## src/bcl_decode_cfg.svh

```systemverilog
`ifndef BCL_DECODE_CFG_SVH
`define BCL_DECODE_CFG_SVH
`define NIB_BIT_SET       4'h8
`define NIB_BIT_CLEAR     4'h9
`define NIB_BIT_TOGGLE    4'h7
`define NIB_SKIP_ZERO     4'hb
`define NIB_SKIP_ONE      4'ha
`define NIB_REL           4'hd
`define NIB_BRANCH        4'he
`define NIB_EXT           4'hf
`define HI_ABS_JUMP       8'hef
`define HI_PTR_LOAD       8'hee
`define HI_CALL_MSB7      7'h76
`define HI_LIT_RETURN     8'h0c
`define HI_LIT_ADD        8'h0f
`define HI_LIT_SUB        8'h08
`define HI_LIT_AND        8'h0b
`define HI_LIT_OR         8'h09
`define HI_LIT_XOR        8'h0a
`define HI_LIT_MOVE       8'h0e
`define HI_LIT_MUL        8'h0d
`define W_NOP             16'h0000
`define W_STANDBY         16'h0003
`define W_WDT_CLEAR       16'h0004
`define W_PUSH            16'h0005
`define W_POP             16'h0006
`define W_DEC_ADJ         16'h0007
`define W_SW_RESET        16'h00ff
`define W_IRQ_RET_MSB15   15'h0008
`define W_SUB_RET_MSB15   15'h0009
`define W_TBL_RD_MSB14    14'h0002
`define W_TBL_WR_MSB14    14'h0003
`define W_BANK_MSB12      12'h010
`define PTR_SEL_TOP2      2'h0
`define EXT2_PTR_TOP4     4'h0
`define TABLE_WR_CYCLES   8'h10
`endif

```

## src/bcl_decode_pkg.sv

```systemverilog
`default_nettype none
package bcl_decode_pkg;
	typedef enum logic [3:0]
	{
		PTR_NONE = 4'h0,
		PTR_POST_INC = 4'h1,
		PTR_POST_DEC = 4'h2,
		PTR_PRE_INC = 4'h3
	} ptr_mode_t;
	typedef enum logic [3:0]
	{
		ALU_NONE = 4'h0,
		ALU_ADD = 4'h1,
		ALU_SUB = 4'h2,
		ALU_AND = 4'h3,
		ALU_OR = 4'h4,
		ALU_XOR = 4'h5,
		ALU_MOVE = 4'h6,
		ALU_MUL = 4'h7
	} alu_op_t;
	typedef enum logic [2:0]
	{
		ST_FETCH = 3'b001,
		ST_EXT = 3'b010,
		ST_FLUSH = 3'b100
	} dec_state_t;
endpackage
`default_nettype wire

```

## src/bit_control_literal_decoder.sv

```systemverilog
// Function
// - bit set, clear, toggle from top nibble
// - bit test skips; one cycle, else flush
// - conditional branches with eight condition codes
// - PC change costs a second no-op cycle
// - absolute jump and call are two words
// - lone 1111 word and zero word no-op
// - standby, watchdog clear, software reset words
// - push and pop return stack words
// - interrupt and subroutine return, fast bit
// - literal return loads working register
// - literal group opcode decode
// - literal flag update masks
// - bank literal load into low nibble
// - two-word twelve-bit pointer load
// - table read with four pointer modes
// - table write with four pointer modes
// - table write memory cycle runs until ended
// - port read-modify-write uses pin levels
// - timer-zero bit ops clear prescaler when it is assigned to the timer
// - bank-access bit selects access bank
// - twenty-bit absolute target assembly
`include "bcl_decode_cfg.svh"
`default_nettype none
module bit_control_literal_decoder
(
	input  wire logic                    clk_in,
	input  wire logic                    rstn_in,
	input  wire logic                    word_valid_in,
	input  wire logic [15:0]             word_in,
	input  wire logic                    zero_flag_in,
	input  wire logic                    carry_flag_in,
	input  wire logic                    overflow_flag_in,
	input  wire logic                    negative_flag_in,
	input  wire logic [7:0]              operand_in,
	input  wire logic                    target_is_port_in,
	input  wire logic                    target_is_timer_zero_in,
	input  wire logic                    prescaler_on_timer_in,
	input  wire logic                    table_write_done_in,
	output logic                         bit_op_out,
	output logic [7:0]                   bit_result_out,
	output logic                         read_pins_out,
	output logic                         prescaler_clear_out,
	output logic [2:0]                   bit_pos_out,
	output logic [7:0]                   reg_addr_out,
	output logic                         use_access_bank_out,
	output logic                         pc_load_out,
	output logic                         pc_relative_out,
	output logic [19:0]                  pc_target_out,
	output logic                         call_out,
	output logic                         fast_out,
	output logic                         return_out,
	output logic                         irq_return_out,
	output logic                         push_out,
	output logic                         pop_out,
	output logic                         standby_out,
	output logic                         watchdog_clear_out,
	output logic                         sw_reset_out,
	output bcl_decode_pkg::alu_op_t      alu_op_out,
	output logic [7:0]                   literal_out,
	output logic [4:0]                   flag_update_out,
	output logic                         working_register_load_out,
	output logic                         bank_select_load_out,
	output logic [3:0]                   bank_select_register_out,
	output logic                         pointer_load_out,
	output logic [1:0]                   indirect_pointer_sel_out,
	output logic [11:0]                  pointer_literal_out,
	output logic                         table_read_out,
	output logic                         table_write_out,
	output bcl_decode_pkg::ptr_mode_t    table_ptr_mode_out,
	output logic                         table_write_busy_out,
	output logic                         stall_out
);
	import bcl_decode_pkg::*;

	////////////////////////////////////////////////////////////////
	dec_state_t  state;
	dec_state_t  next_state;
	logic [1:0]  flush_left;
	logic [1:0]  next_flush_left;
	logic [7:0]  first_low;
	logic [7:0]  next_first_low;
	logic [7:0]  first_high;
	logic [7:0]  next_first_high;
	logic [3:0]  bank;
	logic [3:0]  next_bank;
	logic        w_bit_op;
	logic [7:0]  w_bit_result;
	logic        w_pins;
	logic        w_presc;
	logic [2:0]  w_bit_pos;
	logic [7:0]  w_addr;
	logic        w_access;
	logic        w_pc_load;
	logic        w_pc_rel;
	logic [19:0] w_target;
	logic        w_call;
	logic        w_fast;
	logic        w_ret;
	logic        w_iret;
	logic        w_push;
	logic        w_pop;
	logic        w_standby;
	logic        w_wdt;
	logic        w_reset;
	alu_op_t     w_alu;
	logic [7:0]  w_lit;
	logic [4:0]  w_flags;
	logic        w_wload;
	logic        w_bload;
	logic        w_pload;
	logic [1:0]  w_psel;
	logic [11:0] w_plit;
	logic        w_trd;
	logic        w_twr;
	ptr_mode_t   w_pmode;
	logic        cond_true;
	logic        bit_val;

	// Flags order: carry, digit carry, zero, overflow, negative
	localparam logic [4:0] FLAGS_ARITH = 5'h1f;
	localparam logic [4:0] FLAGS_LOGIC = 5'h05;

	always_comb
	begin
		unique case (word_in[10:8])
			3'h0: cond_true = zero_flag_in;
			3'h1: cond_true = !zero_flag_in;
			3'h2: cond_true = carry_flag_in;
			3'h3: cond_true = !carry_flag_in;
			3'h4: cond_true = overflow_flag_in;
			3'h5: cond_true = !overflow_flag_in;
			3'h6: cond_true = negative_flag_in;
			default: cond_true = !negative_flag_in;
		endcase
	end
	assign bit_val = operand_in[word_in[11:9]];

	////////////////////////////////////////////////////////////////
	always_comb
	begin
		next_state = state;
		next_flush_left = flush_left;
		next_first_low = first_low;
		next_first_high = first_high;
		next_bank = bank;
		{w_bit_op, w_pins, w_presc, w_pc_load, w_pc_rel, w_call, w_fast} = 7'h00;
		{w_ret, w_iret, w_push, w_pop, w_standby, w_wdt, w_reset} = 7'h00;
		{w_wload, w_bload, w_pload, w_trd, w_twr} = 5'h00;
		w_bit_result = operand_in;
		w_bit_pos = word_in[11:9];
		w_addr = word_in[7:0];
		w_access = !word_in[8];
		w_target = 20'h00000;
		w_alu = ALU_NONE;
		w_lit = word_in[7:0];
		w_flags = 5'h00;
		w_psel = first_low[5:4];
		w_plit = {first_low[3:0], word_in[7:0]};
		w_pmode = ptr_mode_t'({2'h0, word_in[1:0]});
		unique case (state)
			ST_FETCH:
			begin
				if (word_valid_in)
				begin
					next_first_low = word_in[7:0];
					next_first_high = word_in[15:8];
					unique case (word_in[15:12])
						`NIB_BIT_SET, `NIB_BIT_CLEAR, `NIB_BIT_TOGGLE:
						begin
							w_bit_op = 1'b1;
							if (word_in[15:12] == `NIB_BIT_SET)
								w_bit_result[word_in[11:9]] = 1'b1;
							else if (word_in[15:12] == `NIB_BIT_CLEAR)
								w_bit_result[word_in[11:9]] = 1'b0;
							else
								w_bit_result[word_in[11:9]] = !bit_val;
							w_pins = target_is_port_in;
							w_presc = target_is_timer_zero_in && prescaler_on_timer_in;
						end
						`NIB_SKIP_ZERO, `NIB_SKIP_ONE:
						begin
							// Skip flushes the next word; a two-word one needs a second flush
							if (bit_val == (word_in[15:12] == `NIB_SKIP_ONE))
							begin
								next_state = ST_FLUSH;
								next_flush_left = 2'h1;
							end
						end
						`NIB_REL:
						begin
							w_pc_load = 1'b1;
							w_pc_rel = 1'b1;
							w_call = word_in[11];
							w_target = {{9{word_in[10]}}, word_in[10:0]};
							next_state = ST_FLUSH;
							next_flush_left = 2'h1;
						end
						`NIB_BRANCH:
						begin
							if (!word_in[11])
							begin
								if (cond_true)
								begin
									w_pc_load = 1'b1;
									w_pc_rel = 1'b1;
									w_target = {{12{word_in[7]}}, word_in[7:0]};
									next_state = ST_FLUSH;
									next_flush_left = 2'h1;
								end
							end
							else if (word_in[15:8] == `HI_ABS_JUMP || word_in[15:9] == `HI_CALL_MSB7
								|| word_in[15:8] == `HI_PTR_LOAD)
								next_state = ST_EXT;
						end
						`NIB_EXT:
						begin
						end
						default:
						begin
							if (word_in == `W_STANDBY)
								w_standby = 1'b1;
							if (word_in == `W_WDT_CLEAR)
								w_wdt = 1'b1;
							if (word_in == `W_SW_RESET)
								w_reset = 1'b1;
							if (word_in == `W_PUSH)
								w_push = 1'b1;
							if (word_in == `W_POP)
								w_pop = 1'b1;
							if (word_in[15:1] == `W_IRQ_RET_MSB15 || word_in[15:1] == `W_SUB_RET_MSB15)
							begin
								w_ret = 1'b1;
								w_iret = !word_in[1];
								w_fast = word_in[0];
								next_state = ST_FLUSH;
								next_flush_left = 2'h1;
							end
							if (word_in[15:8] == `HI_LIT_RETURN)
							begin
								w_ret = 1'b1;
								w_wload = 1'b1;
								w_alu = ALU_MOVE;
								next_state = ST_FLUSH;
								next_flush_left = 2'h1;
							end
							unique case (word_in[15:8])
								`HI_LIT_ADD: w_alu = ALU_ADD;
								`HI_LIT_SUB: w_alu = ALU_SUB;
								`HI_LIT_AND: w_alu = ALU_AND;
								`HI_LIT_OR: w_alu = ALU_OR;
								`HI_LIT_XOR: w_alu = ALU_XOR;
								`HI_LIT_MOVE: w_alu = ALU_MOVE;
								`HI_LIT_MUL: w_alu = ALU_MUL;
								default: ;
							endcase
							if (w_alu == ALU_ADD || w_alu == ALU_SUB)
								w_flags = FLAGS_ARITH;
							else if (w_alu == ALU_AND || w_alu == ALU_OR || w_alu == ALU_XOR)
								w_flags = FLAGS_LOGIC;
							if (w_alu != ALU_NONE && w_alu != ALU_MUL)
								w_wload = 1'b1;
							if (word_in[15:4] == `W_BANK_MSB12)
							begin
								w_bload = 1'b1;
								next_bank = word_in[3:0];
							end
							if (word_in[15:2] == `W_TBL_RD_MSB14 || word_in[15:2] == `W_TBL_WR_MSB14)
							begin
								w_trd = !word_in[2];
								w_twr = word_in[2];
								next_state = ST_FLUSH;
								next_flush_left = 2'h1;
							end
						end
					endcase
				end
			end
			ST_EXT:
			begin
				if (word_valid_in)
				begin
					next_state = ST_FETCH;
					if (first_high == `HI_PTR_LOAD)
					begin
						w_pload = 1'b1;
					end
					else
					begin
						w_pc_load = 1'b1;
						w_call = (first_high != `HI_ABS_JUMP);
						// Only a call, not an absolute jump, carries the fast-save request bit
						w_fast = (first_high != `HI_ABS_JUMP) && first_high[0];
						w_target = {word_in[11:0], first_low};
					end
				end
			end
			ST_FLUSH:
			begin
				if (word_valid_in)
				begin
					// Skipped word is a first word: its extension is flushed too
					if (flush_left == 2'h1 && (word_in[15:8] == `HI_ABS_JUMP || word_in[15:9] == `HI_CALL_MSB7
						|| word_in[15:8] == `HI_PTR_LOAD))
						next_flush_left = 2'h2;
					else
						next_state = ST_FETCH;
					if (flush_left == 2'h2)
						next_state = ST_FETCH;
				end
			end
			default: next_state = ST_FETCH;
		endcase
	end

	always_ff @(posedge clk_in or negedge rstn_in)
	begin
		if (!rstn_in)
		begin
			state <= ST_FETCH;
			flush_left <= 2'h0;
			first_low <= 8'h00;
			first_high <= 8'h00;
			bank <= 4'h0;
		end
		else
		begin
			state <= next_state;
			flush_left <= next_flush_left;
			first_low <= next_first_low;
			first_high <= next_first_high;
			bank <= next_bank;
		end
	end

	////////////////////////////////////////////////////////////////
	always_ff @(posedge clk_in or negedge rstn_in)
	begin
		if (!rstn_in)
		begin
			{bit_op_out, read_pins_out, prescaler_clear_out, pc_load_out, pc_relative_out} <= 5'h00;
			{call_out, fast_out, return_out, irq_return_out, push_out, pop_out} <= 6'h00;
			{standby_out, watchdog_clear_out, sw_reset_out, working_register_load_out} <= 4'h0;
			{bank_select_load_out, pointer_load_out, table_read_out, table_write_out} <= 4'h0;
			bit_result_out <= 8'h00;
			bit_pos_out <= 3'h0;
			reg_addr_out <= 8'h00;
			use_access_bank_out <= 1'b0;
			pc_target_out <= 20'h00000;
			alu_op_out <= ALU_NONE;
			literal_out <= 8'h00;
			flag_update_out <= 5'h00;
			indirect_pointer_sel_out <= 2'h0;
			pointer_literal_out <= 12'h000;
			table_ptr_mode_out <= PTR_NONE;
		end
		else
		begin
			{bit_op_out, read_pins_out, prescaler_clear_out, pc_load_out, pc_relative_out} <=
				{w_bit_op, w_pins, w_presc, w_pc_load, w_pc_rel};
			{call_out, fast_out, return_out, irq_return_out, push_out, pop_out} <=
				{w_call, w_fast, w_ret, w_iret, w_push, w_pop};
			{standby_out, watchdog_clear_out, sw_reset_out, working_register_load_out} <=
				{w_standby, w_wdt, w_reset, w_wload};
			{bank_select_load_out, pointer_load_out, table_read_out, table_write_out} <=
				{w_bload, w_pload, w_trd, w_twr};
			bit_result_out <= w_bit_result;
			bit_pos_out <= w_bit_pos;
			reg_addr_out <= w_addr;
			use_access_bank_out <= w_access;
			pc_target_out <= w_target;
			alu_op_out <= w_alu;
			literal_out <= w_lit;
			flag_update_out <= w_flags;
			indirect_pointer_sel_out <= w_psel;
			pointer_literal_out <= w_plit;
			table_ptr_mode_out <= w_pmode;
		end
	end
	assign bank_select_register_out = bank;
	assign stall_out = (state == ST_FLUSH);

	table_write_timer u_twt
	(
		.clk_in   (clk_in),
		.rstn_in  (rstn_in),
		.start_in (table_write_out),
		.done_in  (table_write_done_in),
		.busy_out (table_write_busy_out)
	);

	////////////////////////////////////////////////////////////////
	AST_SKIP_FLUSH: assert property (@(posedge clk_in) disable iff (!rstn_in)
		(state == ST_FETCH && word_valid_in && word_in[15:12] == `NIB_SKIP_ZERO && !bit_val)
		|=> state == ST_FLUSH) else $error("skip not taken");
	AST_BRANCH_NOT_TAKEN: assert property (@(posedge clk_in) disable iff (!rstn_in)
		(state == ST_FETCH && word_valid_in && word_in[15:11] == 5'h1c && !cond_true)
		|=> state == ST_FETCH && !pc_load_out) else $error("untaken branch stalled");
	AST_REL_TWO_CYCLE: assert property (@(posedge clk_in) disable iff (!rstn_in)
		(state == ST_FETCH && word_valid_in && word_in[15:12] == `NIB_REL)
		|=> pc_load_out && pc_relative_out && stall_out) else $error("relative jump timing");
	AST_ABS_TARGET: assert property (@(posedge clk_in) disable iff (!rstn_in)
		(state == ST_EXT && word_valid_in && first_high != `HI_PTR_LOAD)
		|=> pc_load_out && pc_target_out == {$past(word_in[11:0]), $past(first_low)})
		else $error("absolute target wrong");
	AST_LONE_EXT_NOP: assert property (@(posedge clk_in) disable iff (!rstn_in)
		(state == ST_FETCH && word_valid_in && word_in[15:12] == `NIB_EXT)
		|=> !pc_load_out && !working_register_load_out && state == ST_FETCH) else $error("lone word acted");
	AST_LIT_FLAGS: assert property (@(posedge clk_in) disable iff (!rstn_in)
		(alu_op_out == ALU_AND) |-> flag_update_out == FLAGS_LOGIC) else $error("logic flags wrong");
	AST_BANK_LOAD: assert property (@(posedge clk_in) disable iff (!rstn_in)
		(state == ST_FETCH && word_valid_in && word_in[15:4] == `W_BANK_MSB12)
		|=> bank_select_register_out == $past(word_in[3:0])) else $error("bank load wrong");
	AST_PRESCALER: assert property (@(posedge clk_in) disable iff (!rstn_in)
		prescaler_clear_out |-> bit_op_out) else $error("prescaler cleared without bit op");
	AST_TABLE_BUSY: assert property (@(posedge clk_in) disable iff (!rstn_in)
		table_write_out ##1 !table_write_done_in |-> table_write_busy_out) else $error("write not held");
endmodule
`default_nettype wire

```

## src/table_write_timer.sv

```systemverilog
`include "bcl_decode_cfg.svh"
`default_nettype none
module table_write_timer
(
	input  wire logic clk_in,
	input  wire logic rstn_in,
	input  wire logic start_in,
	input  wire logic done_in,
	output logic      busy_out
);
	logic [7:0] count;
	logic [7:0] next_count;
	always_comb
	begin
		next_count = count;
		if (start_in && count == 8'h00)
			next_count = `TABLE_WR_CYCLES;
		else if (done_in)
			next_count = 8'h00;
		else if (count > 8'h01)
			next_count = count - 8'h01;
	end
	always_ff @(posedge clk_in or negedge rstn_in)
	begin
		if (!rstn_in)
			count <= 8'h00;
		else
			count <= next_count;
	end
	// Held until the memory side ends it, not the instruction
	assign busy_out = (count != 8'h00);
endmodule
`default_nettype wire

```

## config.mk

```make
export PLATFORM = sky130hd
export DESIGN_NAME = bit_control_literal_decoder
export DESIGN_NICKNAME = d
export VERILOG_FILES = /design/src/bcl_decode_pkg.sv /design/src/bit_control_literal_decoder.sv /design/src/table_write_timer.sv
export VERILOG_INCLUDE_DIRS = /design/src /design/src/src
export SDC_FILE = /design/constraint.sdc
export NUM_CORES = 1
export LEC_CHECK = 0
export BUFFER_PORTS_ARGS = -buffer_cell sky130_fd_sc_hd__buf_2
export CAP_MARGIN = 20
export CORE_MARGIN = 1.5
export CORE_UTILIZATION = 47
export DETAILED_ROUTE_END_ITERATION = 8
export PLACE_DENSITY = 0.77
export SKIP_LAST_GASP = 1
export SLEW_MARGIN = 20
export SYNTH_ARGS = -nofsm -noshare
export SYNTH_HDL_FRONTEND = slang
export SYNTH_SLANG_ARGS = --single-unit
```

## constraint.sdc

```tcl
create_clock -name clk_in -period 2.1 [get_ports clk_in]
set_input_delay 0.525 -clock clk_in [delete_from_list [all_inputs] [get_ports clk_in]]
set_output_delay 0.525 -clock clk_in [all_outputs]
set_load 0.01 [all_outputs]
```

# [Yosys cells after proc, flatten, opt, wreduce, memory -nomap -nowiden]
# Index checks and enable logic that the tools add are counted.
[word_totals] reg_bits=117 inputBits=35 out_inout_bits=100 wordCells=275
[op_classes] n_addsub=1 n_lt_le_gt_ge=3 n_eq_ne=61 n_mux=136 bitwise=4 reduce_logical=35
[ops] operator="$mux 20" n=5
[ops] operator="$pmux 20 s2" n=2
[ops] operator="$mux 1" n=75
[ops] operator="$eq 8x4->1 const B" n=8
[ops] operator="$mux 8" n=8
[ops] operator="$eq 16x3->1 const B" n=3
[ops] operator="$mux 3" n=14
[ops] operator="$eq 15x4->1 const B" n=2
[ops] operator="$eq 14x2->1 const B" n=2
[ops] operator="$eq 4x4->1 const B" n=7
[ops] operator="$pmux 4 s7" n=1
[ops] operator="$eq 8x8->1 const B" n=3
[ops] operator="$mux 4" n=6
[ops] operator="$mux 5" n=4
[ops] operator="$mux 2" n=9
[ops] operator="$reduce_and 9->1" n=2
[ops] operator="$eq 16x2->1 const B" n=1
[ops] operator="$eq 16x8->1 const B" n=1
[ops] operator="$eq 12x5->1 const B" n=1
[ops] operator="$eq 3x3->1 const B" n=4
[ops] operator="$eq 4x3->1 const B" n=3
[ops] operator="$pmux 3 s4" n=1
[ops] operator="$eq 3x2->1 const B" n=3
[ops] operator="$ne 3x3->1 const B" n=3
[ops] operator="45 further kinds" n=72

# [Longest topological paths before layout]
# Gate-level depths: netlist (run 1).
[depth] word_depth=14 ltp_mapped=7 mapped_depth_nobuf=6

# [Cells and area by module]
# From an unflattened synthesis (run 1), not the netlist that was laid out.
[hier_totals] hier_cells=421 area_unflattened_um2=4580.6
[by_module_without_submodules] mod="bit_control_literal_decoder" instances=1 cells_per_inst=368 area_per_inst_um2=4065.1 seq_area_each_um2=2378.5
[by_module_without_submodules] mod="table_write_timer" instances=1 cells_per_inst=53 area_per_inst_um2=515.5 seq_area_each_um2=200.2

# [Worst setup path after synthesis (run 1)]
# No wires, ideal clock.
[synth_path] path_type="in2reg" startpoint="in word_in[9]" endpoint="reg flush_left[0]" setup_time_ps=82 arrival_time_ps=2125 t_required_ps=2018 path_slack_ps=-107 cell_stages=7 n_path_buf=1 path_cell_list="buf_2 mux4_2 xnor2_2 nand3_1 o211ai_1 mux2_2 a31oi_1"
[synth_between] elab_chain_cells=6 word_cells_on_any_way=34 cone_classes="eq/ne: 19; mux: 8; reduce/logical: 7"
[synth_rtl] item="start: declaration" line_no="bit_control_literal_decoder.sv:30" rtl="input wire logic [15:0] word_in,"
[synth_rtl] item="$eq 8x4->1 (no source line), or another cell as far along"
[synth_rtl] item="$mux 2 or $logic_or 1x1->1 (tied branches) (2 in series)"
[synth_rtl] item="$pmux 2 s4 or $logic_and 1x1->1 (tied branches)" line_no="bit_control_literal_decoder.sv:168, bit_control_literal_decoder.sv:303"
[synth_rtl] item="$mux 2 or $ne 2x1->1 (tied branches)"
[synth_rtl] item="$pmux 2 s2 or $reduce_and 9->1 (tied branches)"
[synth_rtl] item="end signal: assignment" line_no="bit_control_literal_decoder.sv:329" rtl="flush_left <= next_flush_left;"
[synth_rtl] item="end: declaration" line_no="bit_control_literal_decoder.sv:79" rtl="logic [1:0] flush_left;"
# Parallel ways exist; a longest one is shown, timed or not. The select of a mux whose other input is x is not followed.
# A chain may end at the register's enable or synchronous reset.

# [Worst setup path in the final report (run 1)]
[layout_path] startpoint="in word_in[9]" endpoint="reg pc_target_out[10]"
[layout_between] elab_chain_cells=7 word_cells_on_any_way=13 cone_classes="eq/ne: 6; mux: 6; reduce/logical: 1"
[layout_rtl] item="$eq 3x3->1, or another cell as far along" line_no="bit_control_literal_decoder.sv:126" rtl="unique case (word_in[10:8])"
[layout_rtl] item="$pmux 1 s7 (*)" line_no="bit_control_literal_decoder.sv:126"
[layout_rtl] item="$mux 20 (*)" line_no="bit_control_literal_decoder.sv:203" rtl="if (cond_true)"
[layout_rtl] item="$mux 20 (*)" line_no="bit_control_literal_decoder.sv:201" rtl="if (!word_in[11])"
[layout_rtl] item="$pmux 20 s2 (*)" line_no="bit_control_literal_decoder.sv:168" rtl="unique case (word_in[15:12])"
[layout_rtl] item="$mux 20 (*)" line_no="bit_control_literal_decoder.sv:164" rtl="if (word_valid_in)"
[layout_rtl] item="$pmux 20 s2 (*)" line_no="bit_control_literal_decoder.sv:161" rtl="unique case (state)"
[layout_rtl] item="named net w_target[10]" line_no="bit_control_literal_decoder.sv:96" rtl="logic [19:0] w_target;"
[layout_rtl] item="end signal: assignment" line_no="bit_control_literal_decoder.sv:371" rtl="pc_target_out <= w_target;"
[layout_rtl] item="end: declaration" line_no="bit_control_literal_decoder.sv:49" rtl="output logic [19:0] pc_target_out,"
# The timed path passes the listed nets; every way through them passes the cells marked *.

==> results summary, run 1 <==
Summing all flip-flop and latch instances after layout gives 0.00258 mm². The area share of the leading cell type in the synthesized netlist is 56.0%. The worst register-to-register path begins at state[0]. The number of H-tree levels came out at 3. In this run the tightest slew margin relative to its limit is 64.8%.

Multiplexer cells account for 9.04% of the synthesized area. In the layout the commonest cells are sky130_fd_sc_hd__buf_2 (130), sky130_fd_sc_hd__dfrtp_1 (102), sky130_fd_sc_hd__buf_4 (53). In the global route stage, overall resource usage came out at 21.4%. The worst setup path is launched from an input pin. After filler insertion, the fill cell instance count of the layout stands at 766.

The cell total after placement came out at 669. The count of final setup violators came out at 0. The worst clock skew on the final layout came out at 6.11 ps. The total number of yosys warnings came out at 0. TritonCTS created 9 clock buffers. The pin slew with the least headroom to its limit came out at 528 ps. The library cell used most frequently in the layout, excluding fill and tap cells, is sky130_fd_sc_hd__buf_2. The area growth from synthesis to layout is 26.3%. Among all flip-flop cells after synthesis, the most frequent one is sky130_fd_sc_hd__dfrtp_1. The total DRC errors in the routed layout is 0.

The starting density of the core is 48.8%. The number of I/O port buffers is 131. The final critical path takes up 94.4% of the cycle.

The instance count of the mapped netlist came out at 397. The combined area of the multi-input logic cells is 0.00170 mm². The aggregate negative setup slack is 0 ps. The maximum clock rate is 505 MHz.

The count of nets left with antenna violations after detail routing came out at 0. Of the cells placed in the final design, the portion with a size suffix greater than 1 is 45.7%. The number of hold-slack violations in the final timing report came out at 0. The maximum number of pins on one net before global-route repair is 39. Setup repair after global routing left no endpoint under its margin. The most critical setup path has its startpoint at word_in[9].

The worst hold path belongs to the class input pin to async pin. The sequential cell area fraction in the yosys report came out at 56.6%. In this run, the number of DRC markers left after iteration 0 of detailed routing was 188. The count of flip-flops with a built-in enable after synthesis is 0.

The total congestion overflow is 0. The pre-antenna-repair detailed-routing pass consisted of 4 iterations. The via count normalized by instance count is 5.15. The congestion estimate from routability-driven global placement came to 0.922. After synthesis, the largest family of logic cells by area is simple AND/OR/NAND/NOR gates. The via count came out at 3529. The highest net fanout along the worst path is 10.

The worst vdd rail ir drop is 0.000437 V. The chip width came out at 101 µm. The net total in the final layout came out at 588. The worst path required time is 2330 ps. The critical path in this run is classified as input pin to flip-flop.

For this run, the number of standard cells in the final layout without fillers is 685. The area of the core region came out at 0.00933 mm². The number of inserted diodes came out at 0. The total power per unit cell area came out at 892 mW/mm². In this run the core area contains 35 standard-cell rows.

The HPWL after detailed placement is 7790 µm. The total detailed-routing wirelength is 10400 µm. STA classifies the critical path endpoint as a flip-flop. The number of distinct library cell variants in the gate-level netlist after synthesis is 62. The number of hold buffers added after CTS is 0. Clock tree synthesis found a total of 103 sinks. The adder and majority gate portion of the synthesized area came out at 0.549%. The cell area that synthesis handed to floorplanning was 0.00456 mm².

The complex-gate fraction of the synthesized area came out at 7.94%. The die area is 0.0103 mm². The final hold slack is 140 ps. The max capacitance violation total came out at 0. The clock transition at the registers of the reported paths is 100 ps. The worst endpoint data arrival time came out at 2210 ps. The first global-routing pass estimated 16800 µm of wire. The clock passes through at most 2 buffers. The area fraction in and, or, nand and nor cells after synthesis came out at 18.2%. Each instance of the synthesized netlist takes up on average 11.5 µm². TritonCTS built the clock tree. The final standard cell utilization of the core came out at 61.7%. The total leakage power is 2.93 nW.

The final max-slew violation count came to 0. In the post-route analysis, the smallest setup slack over all paths is 118 ps. The vertical die dimension came out at 101 µm.

The number of global-route vias before repair came out at 3501. The number of antenna violations at the first check in global routing is 0. The worst slack at placement came out at -239 ps.

The clock insertion delay at the later pin of the skew report came out at 360 ps. The count of state elements after synthesis is 103. The share of synthesized registers carrying an async set or reset came out at 100%. Sorting the synthesized cells by area gives the leading types as sky130_fd_sc_hd__dfrtp_1 (56%), sky130_fd_sc_hd__mux2_2 (7.7%), sky130_fd_sc_hd__buf_4 (4.1%), sky130_fd_sc_hd__nand2_1 (3.4%), sky130_fd_sc_hd__nor2_1 (2.0%). The run finished with clean final reports.

The total I/O pin count is 135. The cell accounting for the most synthesized area is sky130_fd_sc_hd__dfrtp_1. The post-synthesis xor/xnor area fraction came out at 1.13%. The final critical delay including setup and external delays came out at 1980 ps. The average wire per standard cell came out at 15.2 µm. In this run the clock root is driven by a sky130_fd_sc_hd__clkbuf_8.
Yosys cell counts, types with 3 or more instances:
cell type and count:
sky130_fd_sc_hd__a211oi_1 3, sky130_fd_sc_hd__dfrtp_1 102, sky130_fd_sc_hd__a22o_1 8, sky130_fd_sc_hd__nand4b_1 3
sky130_fd_sc_hd__buf_4 25, sky130_fd_sc_hd__o21ai_0 9, sky130_fd_sc_hd__nor2_1 24, sky130_fd_sc_hd__and2_1 4
sky130_fd_sc_hd__nand2b_1 7, sky130_fd_sc_hd__nand2_1 41, sky130_fd_sc_hd__mux2i_1 4, sky130_fd_sc_hd__a21oi_1 12
sky130_fd_sc_hd__nand3_1 11, sky130_fd_sc_hd__inv_1 6, sky130_fd_sc_hd__nor4_1 8, sky130_fd_sc_hd__a31oi_1 3
sky130_fd_sc_hd__xnor2_1 3, sky130_fd_sc_hd__clkbuf_1 12, sky130_fd_sc_hd__or3_1 3, sky130_fd_sc_hd__nor3b_2 3
sky130_fd_sc_hd__mux2_2 31, sky130_fd_sc_hd__buf_2 7, sky130_fd_sc_hd__nor3_1 13, sky130_fd_sc_hd__nand4_1 6
state kept, by name, indices dropped and copies added, names as in the netlist, 2 cells and up:
name	cells
state	3
first_low	8
alu_op_out	3
bank_select_register_out	4
indirect_pointer_sel_out	2
pointer_literal_out	12
bit_pos_out	3
u_twt.count	8
bit_result_out	8
flush_left	2
first_high	8
pc_target_out	20
flag_update_out	2
layer usage:
metal,share of wire (%),global-route usage [%],vias to the layer above
met5,0,0,-
met4,1.9,8.44,0
met3,5.7,5.18,19
met2,48,35.1,128
met1,44,27.5,1710
li1,-,-,1672
report_power, final:
part / internal, mW / switching [mW]
clock network: 0.445 / 0.690
registers: 2.31 / 0.191
logic: 0.730 / 0.766
total: 3.49 / 1.65
final timing paths:
path                                          endpoint  slack (ps)  cells past startpoint
max                                  pc_target_out[10]         120                      7
min                                      first_high[7]         140                      1
max reg2reg                          bit_result_out[4]         130                      6
min reg2reg                indirect_pointer_sel_out[1]         410                      0
max in group asynchronous                     state[0]        1330                      2
min in group clk_in                     u_twt.count[6]         350                      2
cell families after synthesis:
kind of cell,after synthesis
simple gates,148
flops,103
compound gates,51
buf+inv,51
mux,36
xor+xnor,5
fa+ha+maj,2
other cells,1
through the flow:
stage	area [µm²]	power, mW
floorplan	4580	3.47
global placement	5570	3.95
detailed placement	5570	4.03
CTS	5750	5.16
global route	5750	5.46
finish	5750	5.14
worst max-delay path, stage by stage:
cell and delay [ps]:
sky130_fd_sc_hd__buf_2 120, sky130_fd_sc_hd__mux4_2 560, sky130_fd_sc_hd__xnor2_2 240, sky130_fd_sc_hd__nor3_1 90
sky130_fd_sc_hd__and2_1 190, sky130_fd_sc_hd__o21bai_2 370, sky130_fd_sc_hd__nand2_1 110
final cells by class:
type                       instances  area share (%)
clock buffer                       9            2.15
timing repair buffer             186            19.3
clock inverter                     7           0.978
inverter                           6           0.391
sequential                       103            44.8
tap                              129            2.80
multi-input combinational        245            29.6
timing repair:
item	4_1_cts	5_1_grt
setup buffers	0	0
gates resized for setup	0	2
setup endpoints to repair	0	10
No activity file was read; power rests on OpenSTA's default activity.
==> run 2, diff against run 1 <==
CORE_UTILIZATION = 30   (was 47)
PLACE_DENSITY = unset   (was 0.77)
==> run 2 against run 1 <==
Compared with the run above:
- clock power up 42%
- sequential power about the same
- global-route usage down 6.5 points
- non-clock buffer count up 6
- sequential cell count unchanged
- clock skew up 1.2 ps
- sequential share of layout area down 1.9 points
- register-to-register slack about the same
==> results summary, run 2 (synthesis results as in run 1) <==
The detailed router finished its first iteration with 204 violations. The number of global-route vias before repair is 3459. The final max-slew violation count was 0.

The count of nets left with antenna violations after detail routing is 0. The pin slew with the least headroom to its limit is 588 ps. The critical path class is flip-flop to flip-flop. In the layout the commonest cells are sky130_fd_sc_hd__buf_2 (130), sky130_fd_sc_hd__dfrtp_1 (102), sky130_fd_sc_hd__buf_4 (57).

At the worst endpoint, the arrival time is 2210 ps. Setup repair after global routing left no endpoint under its margin. The via count normalized by instance count is 4.73. The clock tree from TritonCTS is yes. The worst path required time came out at 2340 ps.

The global-route wire length before repair came out at 18200 µm. The total area inside the core boundary comes to 0.0147 mm². The number of buffers on the longest clock path came out at 2. After detailed routing, the number of remaining DRC violations is 0. The number of hold buffers added after CTS came out at 0.

The sink count of the clock tree came out at 103. The chip width is 126 µm. The worst slack at placement is -287 ps. The signal on the critical path passes through nor3b_4 -> and2_2 -> a21boi_4 -> nand2b_2 -> nor3b_2 -> mux2_2.

For this run, the post-layout net count is 594. The clock transition at the registers of the reported paths came out at 70 ps. The kind of start point of the critical path is a flip-flop. The die area came out at 0.0159 mm². The worst setup path is captured at a flip-flop. The final critical delay including setup and external delays came out at 1970 ps. In this run the power density over the cells is 944 mW/mm². The final estimated routing congestion in global placement is 0.766. The post-placement cell area came out at 0.00570 mm².

The design draws 5.67 mW. Across all setup checks in the final design, the least slack found is 128 ps. The highest net fanout along the worst path came out at 4.

The fraction of final layout cells with drive strength greater than 1 came out at 46.3%. The via count is 3529. Cells fill 40.8% of the core in the end. The total congestion overflow came out at 0. The cell chosen for the clock root is sky130_fd_sc_hd__clkbuf_16. The max capacitance violation total is 0.

Entering global routing, the biggest net connects 104 pins. The tightest hold path in the finished design has a slack of 208 ps. The number of antenna violations at the first check in global routing came to 0. The worst clock skew on the final layout is 7.31 ps. The max-slew headroom at the worst pin is 60.8%. The flip-flop count of the largest register after layout is 20. The total I/O pin count is 135.

The final non-filler cell total is 746. The initial utilization of the core area, before any placement, comes to 31.0%. The standard-cell row count is 44. The vertical die dimension came out at 126 µm.

The maximum clock rate is 507 MHz. Port buffering added 131 buffers. The critical path's slowest cell is sky130_fd_sc_hd__dfstp_2. After routing the design area is 0.00600 mm². The clock insertion delay at the later pin of the skew report is 350 ps. The number of fill cells is 1415. The worst vdd rail ir drop came out at 0.000418 V.

The tightest min-delay check is of the input pin to async pin type. 0 antenna diodes ended up in the layout. The first-pass iteration count of the detailed router is 4.

The H-tree was split into 3 levels. The library cell used most frequently in the layout, excluding fill and tap cells, is sky130_fd_sc_hd__buf_2. Wires add up to 11400 µm. The run finished with clean final reports. The register with the most flip-flops is pc_target_out. For the final routed database, the setup TNS stands at 0 ps.

The total leakage power came out at 3.03 nW. The cell total after placement is 729. The number of clock buffers added by TritonCTS is 9. The total global-route track usage came out at 14.9%. The area growth from synthesis to layout is 31.8%. The HPWL after detailed placement came out at 8430 µm.

In the finished design, the share of the clock period the worst path needs comes to 93.9%. The average wire per standard cell is 15.3 µm. The count of final setup violators is 0. The largest registers in the layout are pc_target_out: 20 flops, pointer_literal_out: 12 flops. On the worst path, the slowest cell contributes a delay of 540 ps. The number of hold-slack violations in the final timing report came out at 0.
==> run 2: power breakdown <==
group,total [mW],internal (mW),switching (mW),leakage (nW)
Clock,1.62,0.854,0.766,0.144
Sequential,2.50,2.31,0.183,1.33
Combinational,1.55,0.775,0.775,1.56
==> run 2: timing repair <==
item / 4_1_cts / 5_1_grt
cloned: 0 / 0
endpoints found under the setup margin: 1 / 20
endpoints found under the hold margin: 0 / 0
setup buffers: 1 / 0
pin swaps: 1 / 0
resized for setup: 0 / 2
==> run 2: layer usage <==
metal	track usage (%)	routed length (µm)	part of all wire (%)	vias up
li1	-	-	-	1696
met1	19.8	5150	45	1716
met2	23.2	5400	47	106
met3	4.59	692	6.1	11
met4	5.07	148	1.3	0
met5	0	0	0	-
==> run 2: final cells by class <==
class	instances	area (µm²)	share of cell area [%]
Multi-Input combinational cell	245	1710	28.4
Clock inverter	6	48.8	0.813
Clock buffer	10	239	3.98
Inverter	6	22.5	0.375
Sequential cell	103	2580	42.9
Timing Repair Buffer	192	1180	19.6
Tap cell	184	230	3.83
==> run 2: critical path, delay by kind of cell (launching register included) <==
family | cells | cell delay [ps]
multiplexers | 1 | 350
flip-flops | 1 | 540
AND/OR/NAND/NOR | 4 | 710
AO/OA/AOI/OAI | 1 | 260
==> run 2: worst paths after layout <==
check	startpoint	endpoint	slack (ps)	depth (start not counted)
max	state[0]	bit_result_out[4]	130	6
min	rstn_in	first_high[5]	210	2
max reg2reg	state[0]	bit_result_out[4]	130	6
min reg2reg	first_low[0]	pointer_literal_out[8]	400	0
max in group asynchronous	rstn_in	bit_result_out[1]	1430	2
min in group clk_in	table_write_done_in	u_twt.count[6]	350	2
